File: config.mk
export PLATFORM = sky130hd
export DESIGN_NAME = halfword_load_decode
export DESIGN_NICKNAME = d
export VERILOG_FILES = /design/src/core/hload_pkg.sv /design/src/core/halfword_load_decode.sv /design/src/core/hload_decoder.sv
export SDC_FILE = /design/constraint.sdc
export NUM_CORES = 1
export LEC_CHECK = 0
export BUFFER_PORTS_ARGS = -buffer_cell sky130_fd_sc_hd__buf_2
export CAP_MARGIN = 5
export CORE_MARGIN = 5
export CORE_UTILIZATION = 44
export CTS_BUF_LIST = sky130_fd_sc_hd__clkbuf_4 sky130_fd_sc_hd__clkbuf_8 sky130_fd_sc_hd__clkbuf_16
export DETAILED_ROUTE_END_ITERATION = 8
export GPL_TIMING_DRIVEN = 0
export PLACE_DENSITY = 0.82
export SKIP_CTS_REPAIR_TIMING = 1
export SYNTH_ARGS = -nofsm -noshare
export SYNTH_HDL_FRONTEND = slang
export SYNTH_HIERARCHICAL = 1
export SYNTH_SLANG_ARGS = --single-unit
File: constraint.sdc
create_clock -name REF_CLK_IN -period 4.5 [get_ports REF_CLK_IN]
set_input_delay 0.45 -clock REF_CLK_IN [delete_from_list [all_inputs] [get_ports REF_CLK_IN]]
set_output_delay 0.45 -clock REF_CLK_IN [all_outputs]
set_load 0.01 [all_outputs]
File: src/core/hload_pkg.sv
// Shared constants, decoded-instruction types and states for the loader.
package hload_pkg;

   ////////////////////////////////////////////////////////////////////////
   // Instruction field positions (LSB index and width, bit 31 = MSB).
   localparam int PRIMARY_LSB = 26;
   localparam int PRIMARY_W   = 6;
   localparam int TGT_LSB     = 21;
   localparam int BASE_LSB    = 16;
   localparam int INDEX_LSB   = 11;
   localparam int REG_W       = 5;
   localparam int EXT_LSB     = 1;
   localparam int EXT_W       = 10;
   localparam int IMM_LSB     = 0;
   localparam int IMM_W       = 16;

   ////////////////////////////////////////////////////////////////////////
   // Opcode values.
   localparam logic [5:0] OPC_INDEXED    = 6'h1F;  // Primary 31.
   localparam logic [5:0] OPC_ZEXT       = 6'h28;  // Primary 40.
   localparam logic [5:0] OPC_ZEXT_UPD   = 6'h29;  // Primary 41.
   localparam logic [9:0] XO_SWAP        = 10'h316; // Extended 790.
   localparam logic [9:0] XO_ZEXT_UPD_X  = 10'h14B; // Extended 331.
   localparam logic [9:0] XO_ZEXT_X      = 10'h117; // Extended 279.

   ////////////////////////////////////////////////////////////////////////
   // Reset values.
   localparam logic [31:0] WORD_RESET = 32'h0000_0000;
   localparam logic [15:0] HALF_RESET = 16'h0000;
   localparam logic [4:0]  SEL_RESET  = 5'h00;

   ////////////////////////////////////////////////////////////////////////
   // Decoded forms and the decoder's output bundle.
   typedef enum {
      FORM_NONE,
      FORM_SWAP_X,
      FORM_ZEXT_D,
      FORM_ZEXT_DU,
      FORM_ZEXT_XU,
      FORM_ZEXT_X
   } form_type;

   typedef struct packed {
      logic        legal;
      logic        indexed;
      logic        update;
      logic        swap;
      logic [4:0]  tgt;
      logic [4:0]  base;
      logic [4:0]  index;
      logic [15:0] imm;
   } decode_type;

   localparam decode_type DECODE_RESET = '0;

   typedef enum {
      ST_IDLE,
      ST_ADDR,
      ST_READ,
      ST_COMMIT
   } state_type;

endpackage

File: src/core/halfword_load_decode.sv
// Halfword load unit: decode, address, one memory read, register commit.
`timescale 1ns/1ns
module halfword_load_decode
   import hload_pkg::*;
#(
   parameter int XLEN = 32
)(
   // Clock and synchronous active-low reset.
   input  wire logic        REF_CLK_IN,
   input  wire logic        NRST_IN,
   // Instruction stream.
   input  wire logic        INSTR_VALID_IN,
   input  wire logic [31:0] INSTR_IN,
   output logic             INSTR_READY_OUT,
   output logic             ILLEGAL_OUT,
   // Register file read selects and data.
   output logic [4:0]       BASE_SEL_OUT,
   output logic [4:0]       INDEX_SEL_OUT,
   input  wire logic [31:0] BASE_DATA_IN,
   input  wire logic [31:0] INDEX_DATA_IN,
   // Data memory read.
   output logic             MEM_REQ_OUT,
   output logic [31:0]      MEM_ADDR_OUT,
   input  wire logic        MEM_ACK_IN,
   input  wire logic [15:0] MEM_DATA_IN,
   input  wire logic        MEM_ERR_IN,
   // Register file writes.
   output logic             TGT_WE_OUT,
   output logic [4:0]       TGT_SEL_OUT,
   output logic [31:0]      TGT_DATA_OUT,
   output logic             BASE_WE_OUT,
   output logic [31:0]      BASE_DATA_OUT,
   // Completion status.
   output logic             DONE_OUT,
   output logic             ALIGN_FAULT_OUT,
   output logic             STORAGE_FAULT_OUT
);

   // The datapath is built for 32-bit registers only.
   if (XLEN != 32) begin : g_xlen_check
      $error("halfword_load_decode supports XLEN of 32 only");
   end

   ////////////////////////////////////////////////////////////////////////
   // Decoder instance and shared arithmetic.

   decode_type dec;

   hload_decoder u_dec (
      .instr_in (INSTR_IN),
      .dec_out  (dec)
   );

   // A zero base field means the literal value zero, not register 0.
   function automatic logic [31:0] ea_calc(input logic [4:0]  base_sel,
                                           input logic [31:0] base_val,
                                           input logic [31:0] operand);
      if (base_sel == SEL_RESET) ea_calc = operand;
      else                       ea_calc = base_val + operand;
   endfunction

   ////////////////////////////////////////////////////////////////////////
   // State and next-state signals.

   state_type   state_reg,   state_next;
   decode_type  op_reg,      op_next;
   logic [31:0] ea_reg,      ea_next;
   logic [15:0] half_reg,    half_next;
   logic        req_reg,     req_next;
   logic        tgt_we_reg,  tgt_we_next;
   logic        base_we_reg, base_we_next;
   logic [31:0] tgt_dat_reg, tgt_dat_next;
   logic        done_reg,    done_next;
   logic        align_reg,   align_next;
   logic        stor_reg,    stor_next;
   logic        ill_reg,     ill_next;
   logic [31:0] offset;
   logic        accept;

   assign accept = INSTR_VALID_IN && INSTR_READY_OUT;
   // Offset is sign-extended for displacement forms.
   assign offset = op_reg.indexed ? INDEX_DATA_IN
                 : {{16{op_reg.imm[15]}}, op_reg.imm};

   ////////////////////////////////////////////////////////////////////////
   // Sequencer: accept, address, read, commit.
   always_comb begin
      state_next   = state_reg;
      op_next      = op_reg;
      ea_next      = ea_reg;
      half_next    = half_reg;
      req_next     = req_reg;
      tgt_we_next  = 1'b0;
      base_we_next = 1'b0;
      tgt_dat_next = tgt_dat_reg;
      done_next    = 1'b0;
      align_next   = 1'b0;
      stor_next    = 1'b0;
      ill_next     = 1'b0;
      unique case (state_reg)
         ST_IDLE: begin
            if (accept) begin
               op_next = dec;
               if (dec.legal) state_next = ST_ADDR;
               else           ill_next   = 1'b1;
            end
         end
         ST_ADDR: begin
            ea_next = ea_calc(op_reg.base, BASE_DATA_IN,
                              offset);
            // An odd halfword address faults before any memory access.
            if (ea_next[0]) begin
               align_next = 1'b1;
               done_next  = 1'b1;
               state_next = ST_IDLE;
            end else begin
               req_next   = 1'b1;
               state_next = ST_READ;
            end
         end
         ST_READ: begin
            if (MEM_ACK_IN) begin
               req_next = 1'b0;
               if (MEM_ERR_IN) begin
                  stor_next  = 1'b1;
                  done_next  = 1'b1;
                  state_next = ST_IDLE;
               end else begin
                  half_next  = MEM_DATA_IN;
                  state_next = ST_COMMIT;
               end
            end
         end
         ST_COMMIT: begin
            // Only general registers are written; flags stay untouched.
            tgt_we_next = 1'b1;
            if (op_reg.swap)
               tgt_dat_next = {16'h0000, half_reg[7:0],
                               half_reg[15:8]};
            else
               tgt_dat_next = {16'h0000, half_reg};
            base_we_next = op_reg.update && (op_reg.base != SEL_RESET) &&
                           (op_reg.base != op_reg.tgt);
            done_next  = 1'b1;
            state_next = ST_IDLE;
         end
      endcase
   end

   always_ff @(posedge REF_CLK_IN) begin
      if (!NRST_IN) begin
         state_reg   <= ST_IDLE;
         op_reg      <= DECODE_RESET;
         ea_reg      <= WORD_RESET;
         half_reg    <= HALF_RESET;
         req_reg     <= 1'b0;
         tgt_we_reg  <= 1'b0;
         base_we_reg <= 1'b0;
         tgt_dat_reg <= WORD_RESET;
         done_reg    <= 1'b0;
         align_reg   <= 1'b0;
         stor_reg    <= 1'b0;
         ill_reg     <= 1'b0;
      end else begin
         state_reg   <= state_next;
         op_reg      <= op_next;
         ea_reg      <= ea_next;
         half_reg    <= half_next;
         req_reg     <= req_next;
         tgt_we_reg  <= tgt_we_next;
         base_we_reg <= base_we_next;
         tgt_dat_reg <= tgt_dat_next;
         done_reg    <= done_next;
         align_reg   <= align_next;
         stor_reg    <= stor_next;
         ill_reg     <= ill_next;
      end
   end

   ////////////////////////////////////////////////////////////////////////
   // Outputs; every data output comes from a flip-flop.
   assign INSTR_READY_OUT   = (state_reg == ST_IDLE);
   assign ILLEGAL_OUT       = ill_reg;
   assign BASE_SEL_OUT      = op_reg.base;
   assign INDEX_SEL_OUT     = op_reg.index;
   assign MEM_REQ_OUT       = req_reg;
   assign MEM_ADDR_OUT      = ea_reg;
   assign TGT_WE_OUT        = tgt_we_reg;
   assign TGT_SEL_OUT       = op_reg.tgt;
   assign TGT_DATA_OUT      = tgt_dat_reg;
   assign BASE_WE_OUT       = base_we_reg;
   assign BASE_DATA_OUT     = ea_reg;
   assign DONE_OUT          = done_reg;
   assign ALIGN_FAULT_OUT   = align_reg;
   assign STORAGE_FAULT_OUT = stor_reg;
endmodule // halfword_load_decode

File: src/core/hload_decoder.sv
// Combinational decoder for the five halfword load instruction forms.
`timescale 1ns/1ns
module hload_decoder
   import hload_pkg::*;
(
   // Instruction word in.
   input  wire logic [31:0] instr_in,
   // Decoded bundle out.
   output decode_type       dec_out
);

   logic [5:0] primary;
   logic [9:0] ext;
   form_type   form;

   assign primary = instr_in[PRIMARY_LSB +: PRIMARY_W];
   assign ext     = instr_in[EXT_LSB +: EXT_W];

   // Match primary opcode, then the extended opcode for the indexed group.
   always_comb begin
      form = FORM_NONE;
      if (primary == OPC_INDEXED) begin
         if (ext == XO_SWAP)            form = FORM_SWAP_X;
         else if (ext == XO_ZEXT_UPD_X) form = FORM_ZEXT_XU;
         else if (ext == XO_ZEXT_X)     form = FORM_ZEXT_X;
      end else if (primary == OPC_ZEXT) begin
         form = FORM_ZEXT_D;
      end else if (primary == OPC_ZEXT_UPD) begin
         form = FORM_ZEXT_DU;
      end
   end

   // Register and immediate fields sit at fixed places in every form.
   always_comb begin
      dec_out         = DECODE_RESET;
      dec_out.legal   = (form != FORM_NONE);
      dec_out.indexed = (form == FORM_SWAP_X) || (form == FORM_ZEXT_XU) ||
                        (form == FORM_ZEXT_X);
      dec_out.update  = (form == FORM_ZEXT_DU) || (form == FORM_ZEXT_XU);
      dec_out.swap    = (form == FORM_SWAP_X);
      dec_out.tgt     = instr_in[TGT_LSB +: REG_W];
      dec_out.base    = instr_in[BASE_LSB +: REG_W];
      dec_out.index   = instr_in[INDEX_LSB +: REG_W];
      dec_out.imm     = instr_in[IMM_LSB +: IMM_W];
   end

endmodule // hload_decoder

Word level (Yosys, flattened, before mapping)

Index checks and enable logic that the tools add are counted.

Flip-flop bits (word level): 153
Bits in latches: 0
Memory bits (writable): 0
Bits in read-only memories: 0
Memories: 0

Add/sub/neg operators: 1
Multiply operators: 0
Div/mod/pow operators: 0
Magnitude comparators: 0
Eq/ne operators: 18
Shifts and indexed selects: 0
Multiplexer cells: 25
Bitwise logic cells: 1
Reduce and logical (&&, ||, !) cells: 20

Operators with widths:

| operator               | number |
|---|---|
| $mux W32               | 10 |
| $pmux W32 S4           | 1 |
| $eq A32 B2 Y1 const B  | 3 |
| $eq A32 B4 Y1 const B  | 2 |
| $logic_not A32 Y1      | 2 |
| $add A32 B32 Y32       | 1 |
| $eq A32 B1 Y1 const B  | 1 |
| $eq A32 B3 Y1 const B  | 1 |
| $reduce_bool A32 Y1    | 1 |
| $eq A10 B9 Y1 const B  | 2 |
| $mux W16               | 1 |
| $eq A6 B6 Y1 const B   | 2 |
| $reduce_and A3 Y1      | 4 |
| $eq A10 B10 Y1 const B | 1 |
| $ne A2 B2 Y1 const B   | 4 |
| $reduce_and A2 Y1      | 4 |
| $mux W1                | 7 |
| $eq A6 B5 Y1 const B   | 1 |
| $mux W2                | 3 |
| $logic_not A5 Y1       | 1 |
| $ne A5 B5 Y1           | 1 |
| $reduce_bool A5 Y1     | 1 |
| $logic_and A1 B1 Y1    | 3 |
| $logic_or A1 B1 Y1     | 3 |
| 5 further kinds        | 5 |

Longest topological paths before layout

Depth after elaboration: 9
Gate-level depth with buffers: 15
Gate-level depth less buffers: 12

Cells and area by module

Netlist, hierarchy kept.

By module, submodules not included:

| module               | instances | cells an instance | area an instance (um2) | sequential area each (um2) |
|---|---|---|---|---|
| halfword_load_decode | 1         | 843               | 6550.0                 | 2142.1 |
| hload_decoder        | 1         | 49                | 376.6                  | 0.0 |

Least setup slack after synthesis

OpenSTA, ideal clock, no wires.

Kind: register to register
From: register op_reg[33] (netlist name)
To: register ea_reg[26] (netlist: BASE_DATA_OUT[26])
Setup time: 0.074 ns
Arrival: 3.593 ns
Required time: 4.426 ns
Slack: 0.833 ns
Cell stages (with the launch flop): 14
Path buffers: 2
Clock period less this slack: 3.667 ns
Cell sequence: dfxtp_1 > clkbuf_1 > clkbuf_1 > mux2_2 > fa_1 > a211oi_1 > o211ai_1 > nand3_1 > a21oi_2 > o311a_1 > o21a_1 > o21a_1 > or4_1 > a31oi_1

Longest elaborated chain between the ends: 4

Ends and longest elaborated chain:

| item                   | RTL line                    | text |
|---|---|---|
| start, declared        | halfword_load_decode.sv:66  | `decode_type op_reg, op_next;` |
| start signal, assigned | halfword_load_decode.sv:166 | `op_reg <= op_next;` |
| $mux W32 (*)           | halfword_load_decode.sv:82  | `assign offset = op_reg.indexed ? INDEX_DATA_IN` |
| $add A32 B32 Y32       | halfword_load_decode.sv:59  | `else ea_calc = base_val + operand;` |
| $mux W32 (*)           | halfword_load_decode.sv:58  | `if (base_sel == SEL_RESET) ea_calc = operand;` |
| $mux W32 (*)           | halfword_load_decode.sv:100 | `unique case (state_reg)` |
| end signal, assigned   | halfword_load_decode.sv:167 | `ea_reg <= ea_next;` |
| end, declared          | halfword_load_decode.sv:67  | `logic [31:0] ea_reg, ea_next;` |

Every way passes the cells marked *; elsewhere a longest branch is shown, timed or not. The select of a mux whose other input is x is not followed.
A chain may end at the register's enable or synchronous reset.

Final worst setup path

Ends and elaborated chain as after synthesis.

==> impl_metrics.py <==
metrics = {
    "placement": {
        "routabilityCongestion": 0.959,
        "port_buffers": 203,
        "hpwlAfterDp_um": 17800,
        "pre_cts_ws_ns": -0.0613,
    },
    "synthesis": {
        "ys_types": 75,
        "syn_area_per_cell_um2": 7.77,
        "ys_seq_area_share_pct": 30.9,
        "synthCells": 892,
        "synthAdderAreaFrac_pct": 5.89,
        "yosysTopAreaCell": "dfxtp_1",
        "synthesis.area_um2": 6930,
        "synthXorXnorAreaFrac_pct": 3.41,
        "synth-compound-area-share_pct": 20.8,
        "synth-simple-area-share_pct": 19.7,
        "synth_edf_count": 0,
        "synthMuxAreaShare_pct": 5.18,
        "yosys.area.top_type_share_pct": 30.9,
        "netlist_top_cells_area": "dfxtp_1 31%, buf_4 10%, nand2_1 10%",
        "synth-seq-cells": 107,
        "synthArstFlopShare_pct": 0,
        "ys_warn_count": 6,
        "synth_top_family_by_area": "compound AO/OA/AOI/OAI gates",
        "synth_ff_type": "dfxtp_1",
    },
    "drt": {
        "totalWireLength_um": 22300,
        "via_per_inst": 5.20,
        "drtAntennaViolNets": 0,
        "drt_iter0_markers": 406,
        "wire_per_inst_um": 16.7,
        "num_vias": 6952,
        "dr.pass1.iters": 5,
        "drcViolationCount": 0,
    },
    "sta": {
        "period_needed_ns": 4.19,
        "slew_violations": 0,
        "setup_slack_ns": 0.314,
        "tightest_slew_ns": 0.913,
        "finClkSkew_ns": 0.0127,
        "max_freq_ghz": 0.239,
        "setup_viol": 0,
        "relSlewSlack_pct": 38.9,
        "hold_ws_ns": 0.316,
        "finalHoldViolations": 0,
        "min_period_over_period_pct": 93.0,
    },
    "cts": {
        "cts.clk_slew.worst_paths_ns": 0.08,
        "numCtsBuffers": 9,
        "cts-root-buf": "clkbuf_16",
        "worstSkewPairLatency_ns": 0.36,
        "clock_sinks": 107,
        "clock_path_buffers": 2,
        "cts_tree": "yes",
        "h-tree-depth": 3,
    },
    "finish": {
        "area_growth_pct": 24.1,
        "multi_input_area_um2": 3870,
        "regArea_um2": 2140,
        "drive_gt1_share_pct": 31.8,
        "layout.nets": 1268,
        "fillers": 1493,
        "largest_register_ffs": 32,
    },
    "die": {
        "ios": 236,
        "die_w_um": 135,
        "die_y_um": 135,
        "start_util_pct": 45.2,
        "fp.dieArea_um2": 18400,
        "placementRows": 45,
        "coreArea_um2": 15300,
    },
    "global_route": {
        "grt_max_degree": 22,
        "grt_first_pass_wirelength_um": 33900,
        "grt_pass1_vias": 6510,
        "overflow": 0,
        "antenna_found_initial": 2,
        "grt.total_usage_pct": 23.3,
    },
    "hold_path": {
        "hp-class": "in2reg",
    },
    "critical_path": {
        "arrival_ns": 4.48,
        "cp_max_fo": 10,
        "worstSetupPathType": "reg2reg",
        "cp-start-kind": "flip-flop",
        "required_ns": 4.80,
        "cp-end-kind": "flip-flop",
    },
    "power_and_ir_drop": {
        "leakage_nw": 4.14,
        "cellPowerDensity_nw_per_um2": 275,
        "peakVddDrop_v": 0.000190,
    },
    "outcome": {
        "status": "finished, final reports clean",
    },
    "job": {
        "drv_cap": 0,
    },
}
layout make-up:
| cell class | count | area share [%] |
|---|---|---|
| timing repair buffer | 203 | 11.8 |
| sequential | 107 | 24.9 |
| multi-input combinational | 648 | 45.1 |
| clock buffer | 9 | 2.62 |
| clock inverter | 7 | 1.19 |
| tap | 211 | 3.07 |
| buffer | 142 | 10.9 |
| inverter | 8 | 0.349 |
| antenna | 2 | 0.0582 |
layer usage:
| metal | up-vias | GRT usage [%] | part of all wire [%] |
|---|---|---|---|
| met3 | 29 | 4.42 | 6.5 |
| met5 | - | 0 | 0 |
| met2 | 264 | 38.6 | 47 |
| met1 | 3204 | 30.9 | 44 |
| li1 | 3455 | - | - |
| met4 | 0 | 7.00 | 1.9 |
cell families (layout without fill, tap and decap cells):
kind of cell	after synthesis	count (layout)
compound gates	229	229
xor+xnor	27	27
fa+ha+maj	32	32
buf+inv	152	369
flops	107	107
mux	34	34
other cells	1	18
simple gates	310	310
Yosys cell counts (4+ instances only):
cell / n
o211ai_1: 8
a21oi_1: 98
nor3_1: 12
dfxtp_1: 107
and3_1: 8
inv_1: 7
nor2_1: 53
or3_1: 5
buf_2: 4
a31oi_1: 10
buf_4: 94
o21ai_0: 29
a21o_1: 17
clkbuf_1: 39
a41oi_1: 6
mux2_2: 15
o21a_1: 4
nand2_1: 186
nand3_1: 12
a211oi_1: 18
xor2_1: 10
xnor2_1: 17
a311oi_1: 10
ha_1: 31
mux2i_1: 19
stage by stage:
step / TNS, ns / power [mW] / cell area, µm² / instances / utilization [%]
after floorplan: 0 / 1.34 / 6980 / 907 / -
after global placement: -0.0341 / 1.49 / 8260 / 1321 / 54.0
after detailed placement: -0.0613 / 1.50 / 8260 / 1321 / 54.0
after CTS: -0.0837 / 2.36 / 8590 / 1337 / 56.1
after global routing: -0.0500 / 2.46 / 8590 / 1337 / 56.1
final: 0 / 2.36 / 8590 / 1337 / 56.1
placed cells by master (no fill, tap or decap), drive strengths merged, types with 12 or more instances in the layout:
| cell | Yosys | routed |
|---|---|---|
| nand3 | 12 | 12 |
| dfxtp | 107 | 107 |
| mux2i | 19 | 19 |
| nand2 | 186 | 186 |
| conb | 1 | 16 |
| ha | 31 | 31 |
| clkbuf | 43 | 51 |
| nor3 | 12 | 12 |
| xnor2 | 17 | 17 |
| buf | 101 | 303 |
| o21ai | 32 | 32 |
| mux2 | 15 | 15 |
| a211oi | 18 | 18 |
| nor2 | 53 | 53 |
| a21o | 18 | 18 |
| a21oi | 100 | 100 |
worst max-delay path: stages (launching register included):
cell	delay [ns]
dfxtp_1	0.31
clkbuf_1	0.31
clkbuf_2	0.34
mux2_2	0.42
fa_1	0.48
a211oi_1	0.40
o211ai_1	0.18
nand3_1	0.16
a21oi_2	0.12
o311a_1	0.37
o21a_1	0.22
o21a_1	0.22
or4_1	0.47
a31oi_1	0.13
power breakdown:
part	internal [mW]	total, mW	switching (mW)	leakage, nW
clock network	0.453	0.875	0.422	0.160
registers	0.966	0.979	0.0139	0.868
logic	0.218	0.505	0.288	3.11
final timing paths:
kind	startpoint	depth (start not counted)	to	slack [ns]
min	MEM_DATA_IN[13]	3	half_reg[13]	0.32
max reg2reg	op_reg[33]	13	BASE_DATA_OUT[26]	0.31
max	op_reg[33]	13	BASE_DATA_OUT[26]	0.31
min reg2reg	MEM_REQ_OUT	2	MEM_REQ_OUT	0.46
(Power assumes the default switching activity.)
